**config.mk**
```make
export PLATFORM = sky130hd
export DESIGN_NAME = plft_device_flat
export DESIGN_NICKNAME = d
export VERILOG_FILES = /design/src/include/plft_pkg.sv /design/src/include/plft_mgmt_if.sv /design/src/hdl/plft_device.sv /design/src/flat_wrapper.sv
export SDC_FILE = /design/constraint.sdc
export NUM_CORES = 1
export LEC_CHECK = 0
export BUFFER_PORTS_ARGS = -buffer_cell sky130_fd_sc_hd__buf_2
export CAP_MARGIN = 5
export CELL_PAD_IN_SITES_DETAIL_PLACEMENT = 1
export CELL_PAD_IN_SITES_GLOBAL_PLACEMENT = 1
export CORE_MARGIN = 2
export CORE_UTILIZATION = 55
export CTS_BUF_LIST = sky130_fd_sc_hd__clkbuf_4
export CTS_CLUSTER_DIAMETER = 80
export DETAILED_ROUTE_END_ITERATION = 16
export PLACE_DENSITY = 0.94
export SYNTH_ARGS = -nofsm -noshare
export SYNTH_HDL_FRONTEND = slang
export SYNTH_SLANG_ARGS = --single-unit
```
**constraint.sdc**
```tcl
create_clock -name clk_sys_in -period 8.8 [get_ports clk_sys_in]
set_clock_uncertainty 0.2 [all_clocks]
set_input_delay 1.32 -clock clk_sys_in [delete_from_list [all_inputs] [get_ports clk_sys_in]]
set_output_delay 1.32 -clock clk_sys_in [all_outputs]
set_load 0.05 [all_outputs]
```
**src/include/plft_pkg.sv**
```systemverilog
package plft_pkg;
   // management register map (16-bit register addresses)
   localparam logic [15:0] ADDR_BASIC    = 16'h0000;
   localparam logic [15:0] ADDR_PHY1     = 16'h0012;
   localparam logic [15:0] ADDR_LOOP     = 16'h0013;
   localparam logic [15:0] ADDR_RXERR    = 16'h0014;
   localparam logic [15:0] ADDR_CHK_EN   = 16'h9403;
   localparam logic [15:0] ADDR_CHK_SRC  = 16'h9407;
   localparam logic [15:0] ADDR_FRM_H    = 16'h940A;
   localparam logic [15:0] ADDR_FRM_L    = 16'h940B;
   localparam logic [15:0] ADDR_GEN_EN   = 16'h9415;
   localparam logic [15:0] ADDR_GEN_CFG  = 16'h9416;
   localparam logic [15:0] ADDR_GEN_LEN  = 16'h9417;
   localparam logic [15:0] ADDR_GEN_NUM  = 16'h9418;
   localparam logic [15:0] ADDR_GEN_DONE = 16'h941E;
   localparam logic [11:0] ADDR_ERR_PAGE = 12'h942;
   // field positions
   localparam int unsigned BASIC_LOOP_BIT = 14;
   localparam int unsigned BASIC_PD_BIT   = 11;
   localparam int unsigned DIAG_CLK_BIT   = 2;
   localparam int unsigned LB_ALLDIG_BIT  = 12;
   localparam int unsigned LB_REMOTE_BIT  = 9;
   localparam int unsigned LB_MACSUP_BIT  = 8;
   localparam int unsigned LB_TXSUP_BIT   = 6;
   localparam int unsigned LB_CABLE_BIT   = 3;
   localparam int unsigned LB_LD_BIT      = 2;
   // values after reset
   localparam logic [15:0] BASIC_RESET   = 16'h0000;
   localparam logic [15:0] PHY1_RESET    = 16'h0000;
   localparam logic [15:0] LOOP_RESET    = 16'h1041;
   localparam logic [15:0] GEN_LEN_RESET = 16'h0040;
   localparam logic [15:0] GEN_NUM_RESET = 16'h0001;
   localparam logic [15:0] LFSR_SEED     = 16'hACE1;
   // frame limits and gap, in bytes
   localparam logic [15:0] MIN_FRAME = 16'h0040;
   localparam logic [15:0] MAX_FRAME = 16'h05EE;
   localparam logic [3:0]  IFG_BYTES = 4'hC;
   // checker counters
   localparam int unsigned STAT_W     = 7;
   localparam int unsigned NUM_ERR    = 10;
   localparam int unsigned ERR_CRC    = 0;
   localparam int unsigned ERR_LEN    = 1;
   localparam int unsigned ERR_ALIGN  = 2;
   localparam int unsigned ERR_SYM    = 3;
   localparam int unsigned ERR_OVER   = 4;
   localparam int unsigned ERR_UNDER  = 5;
   localparam int unsigned ERR_ODDNIB = 6;
   localparam int unsigned ERR_ODDPRE = 7;
   localparam int unsigned ERR_NONINT = 8;
   localparam int unsigned ERR_FCAR   = 9;
   localparam logic [1:0]  SPD_10     = 2'h0;
   localparam logic [1:0]  SPD_100    = 2'h1;
   // controller apb map
   localparam logic [7:0]  APB_CMD    = 8'h00;
   localparam logic [7:0]  APB_WDATA  = 8'h04;
   localparam logic [7:0]  APB_GO     = 8'h08;
   localparam logic [7:0]  APB_STAT   = 8'h0C;
   localparam logic [7:0]  APB_RDATA  = 8'h10;
   localparam int unsigned CMD_WR_BIT = 16;
   typedef enum logic [1:0] {
      PLFT_G_IDLE = 2'h0,
      PLFT_G_SEND = 2'h1,
      PLFT_G_GAP  = 2'h3
   } plft_gen_t;
   typedef enum logic [1:0] {
      PLFT_M_IDLE = 2'h0,
      PLFT_M_WAIT = 2'h1
   } plft_mgr_t;
endpackage

```
**src/include/plft_mgmt_if.sv**
```systemverilog
`timescale 1ns/1ps
interface plft_mgmt_if;
   logic        req;
   logic        write;
   logic [15:0] addr;
   logic [15:0] wdata;
   logic [15:0] rdata;
   logic        ack;
   modport device_mp  (input req, write, addr, wdata, output rdata, ack);
   modport manager_mp (output req, write, addr, wdata, input rdata, ack);
endinterface

```
**src/hdl/plft_device.sv**
```systemverilog
// Implementation choice: the APB interface to the registers.
`timescale 1ns/1ps
module plft_device (
   // clock and reset
   input  wire logic                        clk_sys_in,
   input  wire logic                        rst_n_in,
   // management register port
   plft_mgmt_if.device_mp                   mgmt,
   // mac transmit stream
   input  wire logic [7:0]                  mac_tx_data_in,
   input  wire logic                        mac_tx_valid_in,
   input  wire logic                        mac_tx_last_in,
   // line receive stream and pcs status
   input  wire logic [7:0]                  line_rx_data_in,
   input  wire logic                        line_rx_valid_in,
   input  wire logic                        line_rx_last_in,
   input  wire logic [plft_pkg::STAT_W-1:0] rx_status_in,
   input  wire logic                        bad_ssd_entry_in,
   input  wire logic [1:0]                  speed_in,
   // line transmit stream
   output logic [7:0]                       line_tx_data_out,
   output logic                             line_tx_valid_out,
   output logic                             line_tx_last_out,
   output logic                             line_tx_enable_out,
   // mac receive stream
   output logic [7:0]                       mac_rx_data_out,
   output logic                             mac_rx_valid_out,
   output logic                             mac_rx_last_out,
   // analog control
   output logic                             echo_cancel_off_out,
   output logic                             power_down_out
);
   import plft_pkg::*;

   logic [15:0] basic_q, phy1_q, loop_q, chk_en_q, chk_src_q;
   logic [15:0] gen_en_q, gen_cfg_q, gen_len_q, gen_num_q;
   logic [15:0] rdata_q, rdata_d, gen_byte_q, gen_left_q, lfsr_q, chk_len_q, flen;
   logic [3:0]  gap_q;
   logic        ack_q, gen_done_q, gen_last, gen_start, gen_abort, gen_fin;
   logic        wr, rd_latch, pd, all_dig, remote, gen_act, frame_end;
   logic [9:0]  mtx, lrx, src, chk, ltx_q, mrx_q;
   logic        tx_en_q, echo_q, pd_q;
   logic [STAT_W-1:0]            stat;
   logic [7:0]                   gen_data;
   logic [31:0]                  frm_live_q, frm_snap_q;
   logic [15:0]                  err_live_q [NUM_ERR];
   logic [15:0]                  err_snap_q [NUM_ERR];
   logic [NUM_ERR-1:0]           err_ev;
   plft_gen_t                    gen_st_q;

   assign wr       = mgmt.req & mgmt.write;
   assign rd_latch = mgmt.req & ~mgmt.write & (mgmt.addr == ADDR_RXERR);
   assign pd       = basic_q[BASIC_PD_BIT];
   assign all_dig  = basic_q[BASIC_LOOP_BIT] & loop_q[LB_ALLDIG_BIT];
   assign remote   = loop_q[LB_REMOTE_BIT] & ~basic_q[BASIC_LOOP_BIT];

   always_ff @(posedge clk_sys_in or negedge rst_n_in) begin
      if (!rst_n_in) begin
         basic_q   <= BASIC_RESET;
         phy1_q    <= PHY1_RESET;
         loop_q    <= LOOP_RESET;
         chk_en_q  <= 16'h0000;
         chk_src_q <= 16'h0000;
         gen_en_q  <= 16'h0000;
         gen_cfg_q <= 16'h0000;
         gen_len_q <= GEN_LEN_RESET;
         gen_num_q <= GEN_NUM_RESET;
      end else if (wr) begin
         case (mgmt.addr)
            ADDR_BASIC:   basic_q   <= mgmt.wdata;
            ADDR_PHY1:    phy1_q    <= mgmt.wdata;
            ADDR_LOOP:    loop_q    <= mgmt.wdata;
            ADDR_CHK_EN:  chk_en_q  <= mgmt.wdata;
            ADDR_CHK_SRC: chk_src_q <= mgmt.wdata;
            ADDR_GEN_EN:  gen_en_q  <= mgmt.wdata;
            ADDR_GEN_CFG: gen_cfg_q <= mgmt.wdata;
            ADDR_GEN_LEN: gen_len_q <= mgmt.wdata;
            ADDR_GEN_NUM: gen_num_q <= mgmt.wdata;
            default: ;
         endcase
      end
   end

   always_comb begin
      rdata_d = 16'h0000;
      case (mgmt.addr)
         ADDR_BASIC:    rdata_d = basic_q;
         ADDR_PHY1:     rdata_d = phy1_q;
         ADDR_LOOP:     rdata_d = loop_q;
         ADDR_RXERR:    rdata_d = err_live_q[ERR_CRC];
         ADDR_CHK_EN:   rdata_d = chk_en_q;
         ADDR_CHK_SRC:  rdata_d = chk_src_q;
         ADDR_FRM_H:    rdata_d = frm_snap_q[31:16];
         ADDR_FRM_L:    rdata_d = frm_snap_q[15:0];
         ADDR_GEN_EN:   rdata_d = gen_en_q;
         ADDR_GEN_CFG:  rdata_d = gen_cfg_q;
         ADDR_GEN_LEN:  rdata_d = gen_len_q;
         ADDR_GEN_NUM:  rdata_d = gen_num_q;
         ADDR_GEN_DONE: rdata_d = {15'h0000, gen_done_q};
         default: begin
            if (mgmt.addr[15:4] == ADDR_ERR_PAGE && mgmt.addr[3:0] < 4'(NUM_ERR)) begin
               rdata_d = err_snap_q[mgmt.addr[3:0]];
            end
         end
      endcase
   end

   // one-cycle answer, reads and writes alike
   always_ff @(posedge clk_sys_in or negedge rst_n_in) begin
      if (!rst_n_in) begin
         ack_q   <= 1'b0;
         rdata_q <= 16'h0000;
      end else begin
         ack_q   <= mgmt.req;
         rdata_q <= mgmt.req ? rdata_d : rdata_q;
      end
   end
   assign mgmt.ack   = ack_q;
   assign mgmt.rdata = rdata_q;

   assign gen_start = wr & (mgmt.addr == ADDR_GEN_EN) & mgmt.wdata[0] & (gen_st_q == PLFT_G_IDLE)
                    & phy1_q[DIAG_CLK_BIT] & ~pd;
   assign gen_abort = (wr & (mgmt.addr == ADDR_GEN_EN) & ~mgmt.wdata[0])
                    | ~phy1_q[DIAG_CLK_BIT] | pd;
   assign gen_last  = (gen_st_q == PLFT_G_SEND) & (gen_byte_q >= gen_len_q);
   assign gen_data  = gen_cfg_q[0] ? 8'hFF : lfsr_q[7:0];
   assign gen_fin   = gen_last & (gen_left_q == 16'h0001) & ~gen_abort;

   always_ff @(posedge clk_sys_in or negedge rst_n_in) begin
      if (!rst_n_in) begin
         gen_st_q   <= PLFT_G_IDLE;
         gen_byte_q <= 16'h0000;
         gen_left_q <= 16'h0000;
         gap_q      <= 4'h0;
      end else begin
         case (gen_st_q)
            PLFT_G_IDLE: begin
               if (gen_start) begin
                  gen_st_q   <= PLFT_G_SEND;
                  gen_byte_q <= 16'h0001;
                  gen_left_q <= (gen_num_q == 16'h0000) ? 16'h0001 : gen_num_q;
               end
            end
            PLFT_G_SEND: begin
               if (gen_abort || gen_fin) begin
                  gen_st_q <= PLFT_G_IDLE;
               end else if (gen_last) begin
                  gen_st_q   <= PLFT_G_GAP;
                  gap_q      <= IFG_BYTES;
                  gen_left_q <= gen_left_q - 16'h0001;
               end else begin
                  gen_byte_q <= gen_byte_q + 16'h0001;
               end
            end
            PLFT_G_GAP: begin
               if (gen_abort) begin
                  gen_st_q <= PLFT_G_IDLE;
               end else if (gap_q == 4'h1) begin
                  gen_st_q   <= PLFT_G_SEND;
                  gen_byte_q <= 16'h0001;
               end else begin
                  gap_q <= gap_q - 4'h1;
               end
            end
            default: gen_st_q <= PLFT_G_IDLE;
         endcase
      end
   end

   // random payload steps once per sent byte
   always_ff @(posedge clk_sys_in or negedge rst_n_in) begin
      if (!rst_n_in) begin
         lfsr_q <= LFSR_SEED;
      end else if (gen_st_q == PLFT_G_SEND) begin
         lfsr_q <= {lfsr_q[14:0], lfsr_q[15] ^ lfsr_q[13] ^ lfsr_q[12] ^ lfsr_q[10]};
      end
   end

   always_ff @(posedge clk_sys_in or negedge rst_n_in) begin
      if (!rst_n_in) begin
         gen_done_q <= 1'b0;
      end else if (gen_fin) begin
         gen_done_q <= 1'b1;
      end else if (gen_start) begin
         gen_done_q <= 1'b0;
      end
   end

   assign gen_act = (gen_st_q != PLFT_G_IDLE);
   assign mtx     = {mac_tx_valid_in, mac_tx_last_in, mac_tx_data_in};
   assign lrx     = {line_rx_valid_in, line_rx_last_in, line_rx_data_in};
   assign src     = gen_act ? {gen_st_q == PLFT_G_SEND, gen_last, gen_data} : mtx;

   always_ff @(posedge clk_sys_in or negedge rst_n_in) begin
      if (!rst_n_in) begin
         ltx_q   <= 10'h000;
         mrx_q   <= 10'h000;
         tx_en_q <= 1'b0;
         echo_q  <= 1'b0;
         pd_q    <= 1'b0;
      end else begin
         ltx_q   <= pd ? 10'h000 : (remote ? lrx : src);
         tx_en_q <= ~pd & (remote | ~(all_dig & loop_q[LB_TXSUP_BIT]));
         mrx_q   <= (pd | (remote & loop_q[LB_MACSUP_BIT])) ? 10'h000 : (all_dig ? src : lrx);
         echo_q  <= loop_q[LB_CABLE_BIT] & ~pd;
         pd_q    <= pd;
      end
   end
   assign {line_tx_valid_out, line_tx_last_out, line_tx_data_out} = ltx_q;
   assign {mac_rx_valid_out, mac_rx_last_out, mac_rx_data_out}    = mrx_q;
   assign line_tx_enable_out  = tx_en_q;
   assign echo_cancel_off_out = echo_q;
   assign power_down_out      = pd_q;

   assign chk       = chk_src_q[0] ? mtx : lrx;
   assign stat      = chk_src_q[0] ? {STAT_W{1'b0}} : rx_status_in;
   assign frame_end = chk_en_q[0] & chk[9] & chk[8];
   assign flen      = (chk_len_q == 16'hFFFF) ? chk_len_q : chk_len_q + 16'h0001;

   always_ff @(posedge clk_sys_in or negedge rst_n_in) begin
      if (!rst_n_in) begin
         chk_len_q <= 16'h0000;
      end else if (chk_en_q[0] && chk[9]) begin
         chk_len_q <= chk[8] ? 16'h0000 : flen;
      end
   end

   always_comb begin
      err_ev             = '0;
      err_ev[ERR_CRC]    = frame_end & stat[0];
      err_ev[ERR_LEN]    = frame_end & stat[1];
      err_ev[ERR_ALIGN]  = frame_end & stat[2];
      err_ev[ERR_SYM]    = frame_end & stat[3];
      err_ev[ERR_OVER]   = frame_end & (flen > MAX_FRAME);
      err_ev[ERR_UNDER]  = frame_end & (flen < MIN_FRAME);
      err_ev[ERR_ODDNIB] = frame_end & stat[4] & (speed_in == SPD_10 || speed_in == SPD_100);
      err_ev[ERR_ODDPRE] = frame_end & stat[5] & (speed_in == SPD_100);
      err_ev[ERR_NONINT] = frame_end & stat[6] & (speed_in == SPD_10);
      err_ev[ERR_FCAR]   = chk_en_q[0] & bad_ssd_entry_in;
   end

   // saturate, event in latch cycle kept
   for (genvar i = 0; i < NUM_ERR; i++) begin : g_err
      always_ff @(posedge clk_sys_in or negedge rst_n_in) begin
         if (!rst_n_in) begin
            err_live_q[i] <= 16'h0000;
            err_snap_q[i] <= 16'h0000;
         end else if (rd_latch) begin
            err_snap_q[i] <= err_live_q[i];
            err_live_q[i] <= {15'h0000, err_ev[i]};
         end else if (err_ev[i] && err_live_q[i] != 16'hFFFF) begin
            err_live_q[i] <= err_live_q[i] + 16'h0001;
         end
      end
   end

   always_ff @(posedge clk_sys_in or negedge rst_n_in) begin
      if (!rst_n_in) begin
         frm_live_q <= 32'h0000_0000;
         frm_snap_q <= 32'h0000_0000;
      end else if (rd_latch) begin
         frm_snap_q <= frm_live_q;
         frm_live_q <= {31'h0000_0000, frame_end};
      end else if (frame_end && frm_live_q != 32'hFFFF_FFFF) begin
         frm_live_q <= frm_live_q + 32'h0000_0001;
      end
   end
endmodule

```
**src/flat_wrapper.sv**
```systemverilog
// flat-port wrapper written by rule: the top's interface ports become plain ports
module plft_device_flat import plft_pkg::*;
  (clk_sys_in, rst_n_in, mac_tx_data_in, mac_tx_valid_in, mac_tx_last_in, line_rx_data_in, line_rx_valid_in, line_rx_last_in, rx_status_in, bad_ssd_entry_in, speed_in, line_tx_data_out, line_tx_valid_out, line_tx_last_out, line_tx_enable_out, mac_rx_data_out, mac_rx_valid_out, mac_rx_last_out, echo_cancel_off_out, power_down_out, mgmt_req, mgmt_write, mgmt_addr, mgmt_wdata, mgmt_rdata, mgmt_ack);
  plft_mgmt_if mgmt_i ();
  input  wire logic clk_sys_in;
  input  wire logic rst_n_in;
  input  wire logic [7:0] mac_tx_data_in;
  input  wire logic mac_tx_valid_in;
  input  wire logic mac_tx_last_in;
  input  wire logic [7:0] line_rx_data_in;
  input  wire logic line_rx_valid_in;
  input  wire logic line_rx_last_in;
  input  wire logic [plft_pkg::STAT_W-1:0] rx_status_in;
  input  wire logic bad_ssd_entry_in;
  input  wire logic [1:0] speed_in;
  output logic [7:0] line_tx_data_out;
  output logic line_tx_valid_out;
  output logic line_tx_last_out;
  output logic line_tx_enable_out;
  output logic [7:0] mac_rx_data_out;
  output logic mac_rx_valid_out;
  output logic mac_rx_last_out;
  output logic echo_cancel_off_out;
  output logic power_down_out;
  input wire logic [$bits(mgmt_i.req)-1:0] mgmt_req;
  input wire logic [$bits(mgmt_i.write)-1:0] mgmt_write;
  input wire logic [$bits(mgmt_i.addr)-1:0] mgmt_addr;
  input wire logic [$bits(mgmt_i.wdata)-1:0] mgmt_wdata;
  output wire logic [$bits(mgmt_i.rdata)-1:0] mgmt_rdata;
  output wire logic [$bits(mgmt_i.ack)-1:0] mgmt_ack;
  assign mgmt_i.req = mgmt_req;
  assign mgmt_i.write = mgmt_write;
  assign mgmt_i.addr = mgmt_addr;
  assign mgmt_i.wdata = mgmt_wdata;
  assign mgmt_rdata = mgmt_i.rdata;
  assign mgmt_ack = mgmt_i.ack;
  plft_device u_core (.clk_sys_in(clk_sys_in), .rst_n_in(rst_n_in), .mgmt(mgmt_i), .mac_tx_data_in(mac_tx_data_in), .mac_tx_valid_in(mac_tx_valid_in), .mac_tx_last_in(mac_tx_last_in), .line_rx_data_in(line_rx_data_in), .line_rx_valid_in(line_rx_valid_in), .line_rx_last_in(line_rx_last_in), .rx_status_in(rx_status_in), .bad_ssd_entry_in(bad_ssd_entry_in), .speed_in(speed_in), .line_tx_data_out(line_tx_data_out), .line_tx_valid_out(line_tx_valid_out), .line_tx_last_out(line_tx_last_out), .line_tx_enable_out(line_tx_enable_out), .mac_rx_data_out(mac_rx_data_out), .mac_rx_valid_out(mac_rx_valid_out), .mac_rx_last_out(mac_rx_last_out), .echo_cancel_off_out(echo_cancel_off_out), .power_down_out(power_down_out));
endmodule
```
==> results of run 1 <==
worst register-to-register path, cell delays in order, from the launching register on:
cell	delay, ns
dfrtp_1	0.48
ha_1	0.27
and3_1	0.39
nand4_4	0.13
mux2_4	0.35
or4b_1	0.52
or4b_1	1.00
nor4_2	0.48
xnor2_1	0.20
nor2_1	0.08
stage by stage:
step	instance area, µm²	power [W]
6_report	34100	0.00593
5_1_grt	34100	0.00610
4_1_cts	34100	0.00594
3_5_place_dp	32000	0.00322
3_3_place_gp	32000	0.00321
2_1_floorplan	30900	0.00309
final cells by class:
cell class,count,area (µm²)
fill,6294,21200
sequential,639,16000
multi-input combinational,2374,14000
clock buffer,258,1940
tap,748,936
timing repair buffer,134,803
clock inverter,36,209
inverter,50,188
antenna,8,20.0
layer usage:
metal | share of wire | vias to the layer above
met5 | 0 | -
met4 | 0.073 | 0
met3 | 0.082 | 518
met2 | 0.49 | 1503
met1 | 0.36 | 13900
li1 | - | 11400
cell usage after synthesis, drive strengths merged, types with 26 or more instances:
| cell type | instances |
|---|---|
| o21ai | 119 |
| nor2 | 264 |
| inv | 50 |
| a21oi | 123 |
| nor4 | 28 |
| ha | 33 |
| dfrtp | 626 |
| and3 | 30 |
| clkbuf | 143 |
| xnor2 | 53 |
| mux2 | 132 |
| a22oi | 33 |
| xor2 | 105 |
| nand2 | 887 |
| mux4 | 32 |
| nor3 | 34 |
| nand3 | 123 |
| or3 | 29 |
| mux2i | 52 |
| nand4 | 58 |
| a221oi | 32 |
| and4 | 26 |
worst paths after layout:
path	start	to	slack [ns]	cells past startpoint
min in group clk_sys_in	u_core.err_snap_q[98]$_DFFE_PN0P_	u_core.err_snap_q[98]$_DFFE_PN0P_	0.27	2
max	mgmt_addr[2]	u_core.frm_live_q[30]$_DFFE_PN0P_	4.08	8
min	rst_n_in	u_core.gen_byte_q[12]$_DFFE_PN0P_	0.19	1
max reg2reg	u_core.chk_len_q[1]$_DFFE_PN0P_	u_core.err_live_q[77]$_DFFE_PN0P_	4.47	9
min reg2reg	u_core.err_snap_q[98]$_DFFE_PN0P_	u_core.err_snap_q[98]$_DFFE_PN0P_	0.27	2
max in group asynchronous	rst_n_in	u_core.chk_len_q[9]$_DFFE_PN0P_	6.51	2
registers in the layout, summed over array words and instances (netlist names), 4 cells and up:
register	flops
u_core.frm_snap_q	32
u_core.gen_byte_q	16
u_core.frm_live_q	32
u_core.err_live_q	160
u_core.phy1_q	16
u_core.gap_q	4
u_core.chk_src_q	16
u_core.basic_q	16
u_core.mrx_q	10
u_core.err_snap_q	160
u_core.lfsr_q	16
u_core.chk_en_q	16
u_core.gen_cfg_q	16
u_core.gen_en_q	16
u_core.ltx_q	10
u_core.gen_len_q	16
u_core.gen_left_q	16
u_core.gen_num_q	16
u_core.mgmt.rdata	16
u_core.loop_q	16
u_core.chk_len_q	16
report_power, final:
part / internal, W / total (W) / leakage (nW) / switching (W)
clock: 0.00139 / 0.00276 / 1.29 / 0.00137
combinational: 0.0000432 / 0.000214 / 6.84 / 0.000171
sequential: 0.00295 / 0.00295 / 8.69 / 0.00000600
total: 0.00438 / 0.00593 / 16.8 / 0.00155
cell families (layout without fill, tap and decap cells):
logic type	after synthesis	in the layout	share of synthesized area
mux	216	216	0.0885
xor+xnor	158	158	0.0448
flops	639	639	0.519
other cells	0	8	0
compound gates	402	402	0.0805
fa+ha+maj	33	33	0.0134
simple gates	1565	1565	0.226
buf+inv	217	478	0.0281
==> flow_results.org, run 1 <==
** Outcome
- The run finished with clean final reports.

** GRT
- Maximum number of pins on one net before global-route repair :: 162
- Global-route track usage on met1 :: 0.439
- Global routing finished with a remaining overflow of 0.
- Initial antenna violation count :: 6
- Vias in the first global route :: 29800
- Met2 GRT Util :: 0.650
- For met3 alone, demand over resource in global routing was 0.107.
- Total global routing track utilization :: 0.393
- GR peak layer :: met2
- First-pass GRT wire length :: 173000 µm

** Detailed routing
- After detailed routing, the number of remaining DRC violations is 0.
- Final antenna-violating net count :: 0
- Detailed Route WL :: ~110000 µm
- Starting DRC count in detailed routing :: roughly 2600
- Detailed-route wire length per cell :: approximately 27 µm
- Total iterations of the first detailed-routing run :: 5
- Total via count after detailed routing :: 27400
- Dividing the detail-routed via count by the number of cells gives 6.45.

** Timing
- Final hold analysis gives a worst-case slack of 0.189 ns.
- The count of final hold-check violations was 0.
- Relative max-transition margin :: 0.100
- Final period util :: 0.536
- RSZ-0062 raised after global routing :: no
- Worst-margin pin slew :: 1.34 ns
- Number of failing setup endpoints in the final timing report :: 0
- The worst path meets setup with 4.08 ns of slack.
- Counting I/O delays and the setup requirement, the final critical path takes 4.72 ns.
- Summed negative setup slack over all endpoints :: 0 ns
- Max Transition Viols Final :: 0
- Fmax :: 0.212 GHz

** Place
- Number of placed instances, taps included :: 3944
- Setup slack at placement :: 3.39 ns
- The congestion estimate from routability-driven global placement came to 0.930.
- Port Buffers :: approximately 110
- Total half-perimeter wirelength after legalization and detailed placement :: 69700 µm

** Critical path
- Arrival time of data at the critical path endpoint :: 5.42 ns
- Cell family contributing the most delay on the critical path :: simple AND/OR/NAND/NOR gates
- Critical path start-end classification :: primary input to flip-flop
- Of all nets on the critical path, the largest fanout is 39.
- The slowest stage of the critical path is the nor4_1 cell.
- For the worst setup path, the data required time is 9.50 ns.
- The number of buffers and inverters on the critical path is 1.
- Traced cell by cell, the critical path runs through buf_2, nand2b_1, nor4_1, nand2_1, a21boi_0, nand4_1, xor2_1, nor2_1.
- For this run, the slowest stage of the critical path takes between 0.9 and 1 ns.
- The worst setup path is captured at a flip-flop.
- The worst setup path is launched from a primary input.

** Die
- The core region is 55300 µm².
- Die Outline Area :: just under 60000 µm²
- Height of the die :: 241 µm
- Row generation in the floorplan step produced 86 rows.
- Initial cell density of the core :: 0.558
- Pin placement for this block handled 106 I/O pins.
- The die is 241 µm wide.

** Synthesis
- Syn Inst Count :: 3230
- Predominant post-synthesis flop cell :: dfrtp_1
- Yosys top cell by area :: dfrtp_1
- Of all flip-flops after synthesis, the portion carrying an async set or reset was 1.00.
- Synthesis inferred 639 register bits.
- Leading post-synthesis cells by cell area :: dfrtp_1 51%, nand2_1 11%, mux2_2 4.8%, nor2_1 3.2%, xor2_1 3.0%
- Area of the mapped netlist :: 30900 µm²
- Net count after synthesis :: 3329
- Total of warnings raised by yosys :: 0
- Counting distinct cell types in the post-synthesis netlist gives 75.
- Share of Yosys cell area claimed by the top area cell type :: 0.508
- A synthesized cell averages 9.55 µm².
- Post-synth EDFFs :: 0
- Of the synthesized area, sequential elements account for 0.519.

** Clock tree
- The number of clock buffers added by TritonCTS is around 170.
- TritonCTS clock tree :: built
- Hold-fix buffers, CTS :: 0
- After clock tree synthesis, the clock-pin slew on the worst setup and hold paths is 0.06 ns.
- The clock passes through at most 3 buffers.
- In this run, post-CTS repair resized a total of 0 instances.
- At the later pin of the worst-skew pair, clock insertion delay measures 1.08 ns.
- Root buffer cell :: clkbuf_4
- Post-CTS setup buffer count :: 0
- CTS saw 639 sinks.
- The H-tree generated during clock tree synthesis spans 4 levels.

** Final layout
- Once layout is complete, the cells apart from fillers number about 4200.
- In the final layout, the share of cells above drive strength 1 is 0.178.
- Commonest non-fill, non-tap cell in the layout :: nand2_1
- Core Util, Final :: 0.617
- In the layout the commonest cells are 886 x nand2_1, 626 x dfrtp_1, 263 x nor2_1.
- The net count of the finished layout is 3466.
- The area growth from synthesis to layout is 10.6%.

** Min path
- Classification of the worst-slack hold path :: primary input to async pin

** Power and ir drop
- Summed over all cells, the static leakage comes to 16.8 nW.
- Max IR drop VDD :: 0.000133 V
- Power density normalized to cell area :: roughly 170 nW/µm²

** Flow run
- Number of max-cap violations :: 0
(Power assumes the default switching activity.)
==> run 2: changes to the inputs <==
--- a/config.mk
+++ b/config.mk
@@ -10,11 +10,11 @@
 export CELL_PAD_IN_SITES_DETAIL_PLACEMENT = 1
 export CELL_PAD_IN_SITES_GLOBAL_PLACEMENT = 1
 export CORE_MARGIN = 2
-export CORE_UTILIZATION = 55
+export CORE_UTILIZATION = 46
 export CTS_BUF_LIST = sky130_fd_sc_hd__clkbuf_4
 export CTS_CLUSTER_DIAMETER = 80
 export DETAILED_ROUTE_END_ITERATION = 16
-export PLACE_DENSITY = 0.94
+export PLACE_DENSITY = 0.85
 export SYNTH_ARGS = -nofsm -noshare
 export SYNTH_HDL_FRONTEND = slang
 export SYNTH_SLANG_ARGS = --single-unit
==> constraint.sdc (replaced) <==
create_clock -name clk_sys_in -period 4.15 [get_ports clk_sys_in]
set_clock_uncertainty 0.2 [all_clocks]
set_input_delay 0.6225 -clock clk_sys_in [delete_from_list [all_inputs] [get_ports clk_sys_in]]
set_output_delay 0.6225 -clock clk_sys_in [all_outputs]
set_load 0.05 [all_outputs]
==> flow_results.org, run 2 (same netlist as run 1, synthesis figures left out) <==
** Critical path
- Critical path start-end classification :: flip-flop to flip-flop
- Kind of start point of the critical path :: flip-flop
- Along the worst path, the maximum fanout reaches 26.
- Worst reg2reg path startpoint :: u_core.chk_len_q[0]$_DFFE_PN0P_
- The worst setup path is captured at a flip-flop.
- For flop-to-flop paths, the worst setup slack is 0.40 ns.
- Number of cell instances on the worst register-to-register path :: 9
- STA puts the critical path data arrival time at 4.43 ns.
- Critical path data required time :: about 4.8 ns
- Reg2reg end :: u_core.err_live_q[87]$_DFFE_PN0P_

** Min path
- The startpoint identified for the worst hold timing path is speed_in[1].
- The path class of the tightest hold or removal check is primary input to flip-flop.
- Along the worst hold path, the cell count comes to 7.
- The path with the worst hold slack has its endpoint at u_core.err_live_q[28]$_DFFE_PN0P_.

** Detailed routing
- For this run, design rule violations remaining after detail routing come to 0.
- The count of nets left with antenna violations once routing finished came out at 0.
- Detailed-route wire length per cell :: 22.8 µm
- Summing over every cut layer, the via total after detailed routing is 26500.
- Total iterations of the first detailed-routing run :: 6
- The first routing iteration left 2170 violations.
- Wires add up to around 100000 µm.
- Dividing the detail-routed via count by the number of cells gives 5.89.

** Clock tree
- TritonCTS clock tree :: built
- Clock-pin slew was measured on the worst setup and hold paths at 0.06 ns.
- Sink count of the clock tree :: 639
- Clock latency on the worst-skew pair, taken at its later pin, is 1.01 ns.
- Clock tree buffer depth :: 3
- The H-tree was split into 4 levels.
- Root buffer cell :: clkbuf_4
- Post-CTS setup buffer count :: 0
- The number of clock buffers added by TritonCTS is 171.

** Timing
- Final period util :: 0.903
- Setup repair after global routing left no endpoint under its margin.
- The tightest hold path in the finished design has a slack of 0.122 ns.
- Fmax :: 0.267 GHz
- At the pin with the least slew margin, the transition time is 1.10 ns.
- Hold violation count in the final report :: 0
- Setup violations remaining at the end of the flow were counted as 0.
- Summed over all failing endpoints, the final setup total negative slack is 0 ns.
- Post-layout min period :: 3.75 ns
- The number of max-slew violations in the final report came to 0.
- Measured against its own limit, the worst slew margin works out to 0.266.

** Place
- Total half-perimeter wirelength after legalization and detailed placement :: 70300 µm
- At the end of routability-driven placement, the weighted congestion stood at 0.923.
- During placement, the flow inserted port buffers numbering 105.

** Die
- Initial cell density of the core :: 0.467
- Core Area :: 66100 µm²
- Height of the die :: 263 µm
- Die Outline Area :: 69200 µm²
- Horiz. Die Dim :: 263 µm
- The floorplan has 94 rows.
- IO Count :: 106

** GRT
- GRT Residual Overflow :: 0
- Total global routing track utilization :: 0.297
- The first global-routing pass estimated 162000 µm of wire.
- The via count of the first global-routing pass is 28200.
- The initial antenna violation count was 3.
- Maximum number of pins on one net before global-route repair :: between 100 and 150

** Final layout
- In the layout the commonest cells are 886 x nand2_1, 626 x dfrtp_1, 275 x clkbuf_4.
- Commonest non-fill, non-tap cell in the layout :: nand2_1
- Area Overhead vs Synth :: 15.8%
- Regs by FF count :: u_core.err_live_q (160), u_core.err_snap_q (160)
- Net count, final :: 3596
- Fill cell count :: 7457
- Fraction of final layout cells sized beyond drive strength 1 :: 0.195

** Flow run
- Number of max-cap violations :: 0

** Power and ir drop
- Leakage power :: 17.5 nW
- Max IR drop VDD :: 0.000184 V
- Power after layout :: 0.0128 W
- Power density normalized to cell area :: 359 nW/µm²

** Outcome
- Outcome :: complete, no violations
==> run 2: layout make-up <==
type                    count  area, µm²  area share
repair buffers            261       2110      0.0590
diodes                      4       10.0    0.000280
clock inverters            29        245     0.00686
multi-input cells        2374      14000       0.393
well taps                 864       1080      0.0303
clock buffers             275       2060      0.0578
flip-flops and latches    639      16000       0.448
inverters                  50        188     0.00525
==> run 2: power by group <==
group | internal [W] | switching, W
clock | 0.00324 | 0.00278
sequential | 0.00625 | 0.0000156
combinational | 0.000150 | 0.000384
total | 0.00963 | 0.00318
==> run 2: worst max-delay path by stage <==
stage | startpoint | to | depth (start not counted)
final | u_core.chk_len_q[0]$_DFFE_PN0P_ | u_core.err_live_q[87]$_DFFE_PN0P_ | 9
after global routing | u_core.chk_len_q[0]$_DFFE_PN0P_ | u_core.err_live_q[80]$_DFFE_PN0P_ | 9
after CTS | u_core.chk_len_q[0]$_DFFE_PN0P_ | u_core.err_live_q[87]$_DFFE_PN0P_ | 9
after detailed placement | u_core.chk_len_q[0]$_DFFE_PN0P_ | u_core.err_live_q[80]$_DFFE_PN0P_ | 9
after global placement | u_core.chk_len_q[0]$_DFFE_PN0P_ | u_core.err_live_q[80]$_DFFE_PN0P_ | 9
after floorplan | mgmt_addr[1] | u_core.basic_q[10]$_DFFE_PN0P_ | 8
==> run 2: layer usage <==
layer  GRT usage  part of all wire
met1       0.356              0.39
met3      0.0609             0.057
met4       0.185             0.059
met2       0.493              0.49
met5           0                 0
==> run 2: what timing repair did <==
action                                 CTS  global route
resized for setup                        0             0
hold buffers                            60             0
endpoints found under the hold margin  296             0
==> run 2: critical path: stages (launching register included) <==
cell	delay, ns
dfrtp_1	0.47
ha_1	0.25
nand3_1	0.25
nor3_1	0.52
nor3_1	0.11
or2_2	0.33
or4_1	0.61
o21ai_4	0.57
o31ai_1	0.18
a21oi_1	0.16
==> run 2: through the flow <==
| stage | cell area [µm²] | util | std cells | setup slack (ns) |
|---|---|---|---|---|
| after CTS | 35700 | 0.540 | 4492 | 0.448 |
| after floorplan | 30900 | - | 3230 | 0.808 |
| final | 35700 | 0.541 | 4496 | 0.401 |
| after global placement | 32800 | 0.496 | 4128 | 0.567 |
| after global routing | 35700 | 0.541 | 4496 | 0.196 |
| after detailed placement | 32800 | 0.496 | 4128 | 0.455 |
